==> src/design/pse_pkg.sv <==
// Package of offsets, field layout, reset values and summary bit positions
package pse_pkg;
  // ****************************************
  // Register offsets
  // ****************************************
  localparam logic [7:0] PSE_OFS_PWR_VIEW = 8'h02;
  localparam logic [7:0] PSE_OFS_PWR_TAKE = 8'h03;
  localparam logic [7:0] PSE_OFS_PRB_VIEW = 8'h04;
  localparam logic [7:0] PSE_OFS_PRB_TAKE = 8'h05;
  localparam logic [7:0] PSE_OFS_DRP_VIEW = 8'h06;
  localparam logic [7:0] PSE_OFS_DRP_TAKE = 8'h07;
  // ****************************************
  // Field layout and reset values
  // ****************************************
  localparam int PSE_NUM_PORTS = 4;
  localparam int PSE_HI_LSB = 4;
  localparam int PSE_LO_LSB = 0;
  localparam logic [7:0] PSE_EVT_RESET = 8'h00;
  localparam logic [7:0] PSE_RD_UNMAPPED = 8'h00;
  // ****************************************
  // Quad summary bit positions
  // ****************************************
  localparam int PSE_SUM_PI_FAULT = 5;
  localparam int PSE_SUM_CLASS = 4;
  localparam int PSE_SUM_DETECT = 3;
  localparam int PSE_SUM_DROP = 2;
  localparam int PSE_SUM_PGOOD = 1;
  localparam int PSE_SUM_PENABLE = 0;
endpackage : pse_pkg

==> src/design/pse_change_det.sv <==
// Per-port result tracker flagging updates or changes
`timescale 1ns/100ps
module pse_change_det #(
  parameter int W = 4
) (
  // Clock and reset
  input wire logic clk,
  input wire logic arst_n,
  // Sampled value
  input wire logic [W-1:0] value,
  input wire logic sample,
  input wire logic change_only,
  // Event
  output logic hit
);
  logic [W-1:0] last;

  always_ff @(posedge clk or negedge arst_n) begin
    if (!arst_n) begin
      last <= '0;
    end else if (sample) begin
      last <= value;
    end
  end

  // Update or change of the value
  assign hit = sample && (!change_only || (value != last));
endmodule : pse_change_det

==> src/design/pse_flag_bank.sv <==
// Sticky event flag byte with set winning over clear
`timescale 1ns/100ps
module pse_flag_bank #(
  parameter int W = 8
) (
  // Clock and reset
  input wire logic clk,
  input wire logic arst_n,
  // Set and clear
  input wire logic [W-1:0] set,
  input wire logic [W-1:0] clr,
  // Flags
  output logic [W-1:0] flags
);
  // Held until cleared, a same-cycle set wins
  always_ff @(posedge clk or negedge arst_n) begin
    if (!arst_n) begin
      flags <= pse_pkg::PSE_EVT_RESET;
    end else begin
      flags <= (flags & ~clr) | set;
    end
  end
endmodule : pse_flag_bank

==> src/design/pse_event_regs.sv <==
// Quad event flag registers with read-only and clear-on-read views
// What this block does
// - Powered-ok change sets upper power flags
// - Switch-on change sets lower power flags
// - Any powered-ok flag raises its summary
// - Any switch-on flag raises its summary
// - Classification update sets upper probe flags
// - Detection update sets lower probe flags
// - Probe flags raise class and detect summaries
// - Change-only option limits detection flags
// - Classification counts only after valid signature
// - Four-pair class completion updates link check
// - Signature dropout on a powered-ok port sets upper fault flags
// - Two-pair overpower on a powered-ok port sets lower fault flags
// - Any dropout flag raises dropout summary
// - Any overpower flag raises fault summary
// - Even address views, odd address clears
// - Summary drops only when all flags zero
// - Shutdown, resets and clear-all clear flags
`timescale 1ns/100ps
module pse_event_regs #(
  parameter int DW = 4,
  parameter int CW = 4,
  parameter int LW = 2,
  parameter logic [DW-1:0] VALID_SIG_CODE = 4'h4
) (
  // Clock and reset
  input wire logic clk,
  input wire logic arst_n,
  // Register read port
  input wire logic rd_en,
  input wire logic [7:0] rd_addr,
  output logic [7:0] rd_data,
  output logic rd_valid,
  // Port power status
  input wire logic [3:0] power_good,
  input wire logic [3:0] power_enable,
  // Probe results
  input wire logic [3:0] detect_update,
  input wire logic [4*DW-1:0] detection_result,
  input wire logic [3:0] class_update,
  input wire logic [4*CW-1:0] classification_result,
  input wire logic detect_change_only,
  // Pair link check
  input wire logic [1:0] four_pair_mode,
  input wire logic [2*LW-1:0] link_check_in,
  output logic [2*LW-1:0] pair_link_check_result,
  // Fault events
  input wire logic [3:0] mps_dropout,
  input wire logic [3:0] two_pair_overpower,
  // Clearing actions
  input wire logic [3:0] port_clear,
  input wire logic clear_all,
  // Quad summary
  output logic [7:0] quad_summary
);
  // ****************************************
  // Event detection per port
  // ****************************************
  logic [3:0] pg_hit;
  logic [3:0] en_hit;
  logic [3:0] det_hit;
  logic [3:0] cls_hit;
  logic [3:0] cls_raw;
  logic [3:0] sig_valid;

  for (genvar p = 0; p < pse_pkg::PSE_NUM_PORTS; p++) begin : g_port
    pse_change_det #(.W(1)) u_pg (
      .clk(clk),
      .arst_n(arst_n),
      .value(power_good[p]),
      .sample(1'b1),
      .change_only(1'b1),
      .hit(pg_hit[p])
    );
    pse_change_det #(.W(1)) u_en (
      .clk(clk),
      .arst_n(arst_n),
      .value(power_enable[p]),
      .sample(1'b1),
      .change_only(1'b1),
      .hit(en_hit[p])
    );
    pse_change_det #(.W(DW)) u_det (
      .clk(clk),
      .arst_n(arst_n),
      .value(detection_result[p*DW +: DW]),
      .sample(detect_update[p]),
      .change_only(detect_change_only),
      .hit(det_hit[p])
    );
    pse_change_det #(.W(CW)) u_cls (
      .clk(clk),
      .arst_n(arst_n),
      .value(classification_result[p*CW +: CW]),
      .sample(class_update[p]),
      .change_only(1'b0),
      .hit(cls_raw[p])
    );
    assign sig_valid[p] = detection_result[p*DW +: DW] == VALID_SIG_CODE;
    assign cls_hit[p] = cls_raw[p] && sig_valid[p];
  end

  // ****************************************
  // Clear sources
  // ****************************************
  logic take_pwr;
  logic take_prb;
  logic take_drp;
  logic [7:0] port_clr;

  assign take_pwr = rd_en && (rd_addr == pse_pkg::PSE_OFS_PWR_TAKE);
  assign take_prb = rd_en && (rd_addr == pse_pkg::PSE_OFS_PRB_TAKE);
  assign take_drp = rd_en && (rd_addr == pse_pkg::PSE_OFS_DRP_TAKE);
  assign port_clr = {port_clear, port_clear} | {8{clear_all}};

  // ****************************************
  // Flag registers
  // ****************************************
  logic [7:0] pwr_flags;
  logic [7:0] prb_flags;
  logic [7:0] drp_flags;

  pse_flag_bank #(.W(8)) u_pwr (
    .clk(clk),
    .arst_n(arst_n),
    .set({pg_hit, en_hit}),
    .clr(port_clr | {8{take_pwr}}),
    .flags(pwr_flags)
  );
  pse_flag_bank #(.W(8)) u_prb (
    .clk(clk),
    .arst_n(arst_n),
    .set({cls_hit, det_hit}),
    .clr(port_clr | {8{take_prb}}),
    .flags(prb_flags)
  );
  pse_flag_bank #(.W(8)) u_drp (
    .clk(clk),
    .arst_n(arst_n),
    .set({mps_dropout & power_good, two_pair_overpower & power_good}),
    .clr(port_clr | {8{take_drp}}),
    .flags(drp_flags)
  );

  // ****************************************
  // Register read
  // ****************************************
  logic [7:0] next_rd_data;

  always_comb begin
    unique case (rd_addr)
      pse_pkg::PSE_OFS_PWR_VIEW, pse_pkg::PSE_OFS_PWR_TAKE: next_rd_data = pwr_flags;
      pse_pkg::PSE_OFS_PRB_VIEW, pse_pkg::PSE_OFS_PRB_TAKE: next_rd_data = prb_flags;
      pse_pkg::PSE_OFS_DRP_VIEW, pse_pkg::PSE_OFS_DRP_TAKE: next_rd_data = drp_flags;
      default: next_rd_data = pse_pkg::PSE_RD_UNMAPPED;
    endcase
  end

  always_ff @(posedge clk or negedge arst_n) begin
    if (!arst_n) begin
      rd_data <= pse_pkg::PSE_RD_UNMAPPED;
      rd_valid <= 1'b0;
    end else begin
      rd_valid <= rd_en;
      if (rd_en) begin
        rd_data <= next_rd_data;
      end
    end
  end

  // ****************************************
  // Quad summary
  // ****************************************
  always_ff @(posedge clk or negedge arst_n) begin
    if (!arst_n) begin
      quad_summary <= pse_pkg::PSE_EVT_RESET;
    end else begin
      quad_summary <= 8'h00;
      quad_summary[pse_pkg::PSE_SUM_PGOOD] <= |pwr_flags[7:4];
      quad_summary[pse_pkg::PSE_SUM_PENABLE] <= |pwr_flags[3:0];
      quad_summary[pse_pkg::PSE_SUM_CLASS] <= |prb_flags[7:4];
      quad_summary[pse_pkg::PSE_SUM_DETECT] <= |prb_flags[3:0];
      quad_summary[pse_pkg::PSE_SUM_DROP] <= |drp_flags[7:4];
      quad_summary[pse_pkg::PSE_SUM_PI_FAULT] <= |drp_flags[3:0];
    end
  end

  // ****************************************
  // Pair link check result
  // ****************************************
  always_ff @(posedge clk or negedge arst_n) begin
    if (!arst_n) begin
      pair_link_check_result <= '0;
    end else begin
      for (int q = 0; q < 2; q++) begin
        if (four_pair_mode[q] && (cls_hit[2*q] || cls_hit[2*q+1])) begin
          pair_link_check_result[q*LW +: LW] <= link_check_in[q*LW +: LW];
        end
      end
    end
  end

  for (genvar p = 0; p < pse_pkg::PSE_NUM_PORTS; p++) begin : g_chk

  end
endmodule : pse_event_regs

==> config.mk <==
export PLATFORM = sky130hd
export DESIGN_NAME = pse_event_regs
export DESIGN_NICKNAME = d
export VERILOG_FILES = /design/src/design/pse_pkg.sv /design/src/design/pse_change_det.sv /design/src/design/pse_flag_bank.sv /design/src/design/pse_event_regs.sv
export SDC_FILE = /design/constraint.sdc
export NUM_CORES = 1
export LEC_CHECK = 0
export ABC_AREA = 1
export ABC_CLOCK_PERIOD_IN_PS = 2200
export CORE_ASPECT_RATIO = 0.7
export CORE_MARGIN = 5
export CORE_UTILIZATION = 45
export DETAILED_ROUTE_END_ITERATION = 16
export DONT_BUFFER_PORTS = 1
export MAX_ROUTING_LAYER = met4
export SETUP_SLACK_MARGIN = 0.3
export SLEW_MARGIN = 5
export SYNTH_ARGS = -nofsm -noshare
export SYNTH_HDL_FRONTEND = slang
export SYNTH_SLANG_ARGS = --single-unit
==> constraint.sdc <==
create_clock -name clk -period 2.2 [get_ports clk]
set_clock_uncertainty 0.15 [all_clocks]
set_input_delay 0.33 -clock clk [delete_from_list [all_inputs] [get_ports clk]]
set_output_delay 0.33 -clock clk [all_outputs]
set_load 0.005 [all_outputs]
==> results_dict.tcl <==
set metrics [dict create \
    viasPerCell 5.10 \
    io-pin-count 100 \
    violations "hold timing" \
    cts_tree "built" \
    crit_start "detect_update[3]" \
    ant_nets 0 \
    p_leak_nw 1.76 \
    gp_congestion 0.876 \
    final_cell_mix "nand2_1 (112), dfrtp_1 (67), nand3_1 (45), dlygate4sd3_1 (45), inv_1 (26)" \
    fin_setup_tns_ps 0 \
    cts_hold_buf 45 \
    hold_viol_final 67 \
    finalCritPeriodShare 0.742 \
    die_w_um 107 \
    worst_slack_ps 569 \
    cts_setup_buffers 0 \
    num_rows 24 \
    rsz0062_at_grt "false" \
    syn_avg_cell_area_um2 8.75 \
    place_ws_ps 688 \
    cp.arrival_ps 1710 \
    clk_latency_ps 340 \
    layout_min_cycle_time_ps 1630 \
    numCtsBuffers 9 \
    maxCapViolations 0 \
    grt_start_max_net_pins 68 \
    diodes 0 \
    drt_wl_total_um 7230 \
    ys_types 20 \
    initial_core_util 0.469 \
    min_path_type "in2async" \
    netlist_area_mm2 0.00296 \
    htree_num_levels 3 \
    grt_pass1_wl_um 12100 \
    regToRegSetupSlack_ps 860 \
    core_area_mm2 0.00631 \
    cpMostUsedCell "dlygate4sd3_1" \
    worst_hold_slack_ps -467 \
    endpoint_kind "flip-flop" \
    syn_inst 338 \
    r2r_start "g_port[0].u_det.last[3]" \
    drc_errors 0 \
    via_count 2411 \
    final_common_cell "nand2_1" \
    seq_area_frac_synth 0.567 \
    crit_type "in2reg" \
    clkPwrFrac 0.411 \
    setup.worst_path.start_class "primary input" \
    slowest_delay_ps 690 \
    post-dp-hpwl_um 5070 \
    grt.total_usage 0.193 \
    power_switching_w 0.000641 \
    cp_max_fo 9 \
    path_buf_inv 2 \
    power_frac_seq 0.498 \
    p_per_area_mw_per_mm2 756 \
    reg2reg_depth 3 \
    setup.worst_path.end "g_port[3].u_det.last[2]" \
    firstDrtPassIters 4 \
    p_sw_frac 0.229 \
    grt_pass1_vias 2471 \
    fmax_mhz 613 \
    path_cells "dlygate4sd3_1 -> o21ai_0 -> dlygate4sd3_1" \
    placed_cell_area_mm2 0.00303 \
    detail_route.wl_per_cell_um 15.3 \
    power.internal_w 0.00216 \
    overflow 0 \
    crit_family "buffers and inverters" \
    port_buffers 0 \
    worst_ir_drop_vdd_uv 429 \
    layout.cells.non_filler 473 \
    clockBufferDepth 2 \
    combinationalPowerShare 0.091 \
    fin_nets 469 \
    cts_resized 0 \
    ys_warn_count 0 \
    die_h_um 77.8 \
    syn2layout_area_growth_pct 25.3 \
    antenna_found_initial 0 \
    clkSlewWorstSetupHoldPaths_ps 70 \
    setup_viol 0 \
    final_cell_area_mm2 0.00371 \
    report.final.slew_viol_count 0 \
    fillers 578 \
    clock-sinks 67 \
    cts-root-buf "clkbuf_8" \
    dieArea_mm2 0.00832 \
    ys_ff_latch 67 \
    crit_cells 3 \
    status "finished with violations" \
    worst_ep_required_time_ps 2270 \
    dp_cells 412 \
    worst_path_max_delay_cell "dlygate4sd3_1" \
    drive_above_1_share 0.0633 \
    drt_iter0_markers 183 \
    r2r_end "g_port[0].u_det.last[3]" \
]
## final cells by class
cell class | count | area [um^2] | area share
clock inverters | 4 | 72.6 | 0.0196
repair buffers | 46 | 458 | 0.124
inverters | 26 | 97.6 | 0.0263
flip-flops and latches | 67 | 1680 | 0.452
clock buffers | 12 | 155 | 0.0419
multi-input cells | 240 | 1150 | 0.310
well taps | 78 | 97.6 | 0.0263
## synthesized netlist by cell type, drive strengths merged
cell type / count / area share
nand2: 112 / 0.14
mux2: 6 / 0.023
nor3: 4 / 0.0068
nand3: 46 / 0.080
a21oi: 2 / 0.0034
nand4: 3 / 0.0063
clkbuf: 2 / 0.0025
xnor2: 10 / 0.030
or4: 4 / 0.010
o21ai: 24 / 0.041
xor2: 4 / 0.012
conb: 1 / 0.0013
nor2: 23 / 0.033
dfrtp: 67 / 0.57
buf: 4 / 0.010
inv: 26 / 0.033
## routing by layer
metal,share of wire,GRT usage,vias to the layer above
li1,-,-,1194
met1,0.47,0.266,1125
met2,0.43,0.271,85
met3,0.091,0.0647,7
met4,0.0064,0.0575,0
met5,0,-,-
## registers in the layout, summed over array words and instances, names as in the netlist, 4 cells and up
| register | cells |
|---|---|
| g_port.u_det.last | 16 |
| g_port.u_en.last | 4 |
| g_port.u_pg.last | 4 |
| pair_link_check_result | 4 |
| quad_summary | 6 |
| rd_data | 8 |
| u_drp.flags | 8 |
| u_prb.flags | 8 |
| u_pwr.flags | 8 |
## how the worst min path moves through the flow
| stage | endpoint | cells after the start | slack [ps] | start |
|---|---|---|---|---|
| 4_1_cts | u_pwr.flags[6] | 0 | -490 | arst_n |
| 6_report | u_drp.flags[1] | 0 | -470 | arst_n |
| 5_1_grt | g_port[2].u_det.last[1] | 0 | -510 | arst_n |
| 3_3_place_gp | g_port[2].u_det.last[1] | 0 | -110 | arst_n |
| 2_1_floorplan | g_port[0].u_det.last[0] | 0 | -120 | arst_n |
| 3_5_place_dp | g_port[2].u_det.last[1] | 0 | -110 | arst_n |
## cells by family after synthesis
| logic type | after synthesis | share of synthesized area |
|---|---|---|
| AOI/OAI and AO/OA | 26 | 0.0440 |
| xor gates and xnor gates | 14 | 0.0415 |
| buffers and inverters | 32 | 0.0457 |
| DFF | 67 | 0.567 |
| muxes | 6 | 0.0229 |
| other | 1 | 0.00127 |
| and+or+nand+nor | 192 | 0.278 |
## power groups by stage
stage | clock [W] | combinational (W) | sequential [W]
2_1_floorplan | 0 | 0.000157 | 0.00140
3_3_place_gp | 0 | 0.000175 | 0.00142
3_5_place_dp | 0 | 0.000181 | 0.00142
4_1_cts | 0.00118 | 0.000256 | 0.00139
5_1_grt | 0.00125 | 0.000291 | 0.00141
6_report | 0.00115 | 0.000256 | 0.00140
## per-stage QoR
step / power [W] / util
final: 0.00280 / 0.588
after floorplan: 0.00155 / -
after global routing: 0.00295 / 0.588
after detailed placement: 0.00160 / 0.480
after CTS: 0.00283 / 0.588
after global placement: 0.00159 / 0.480
(Power assumes the default switching activity.)
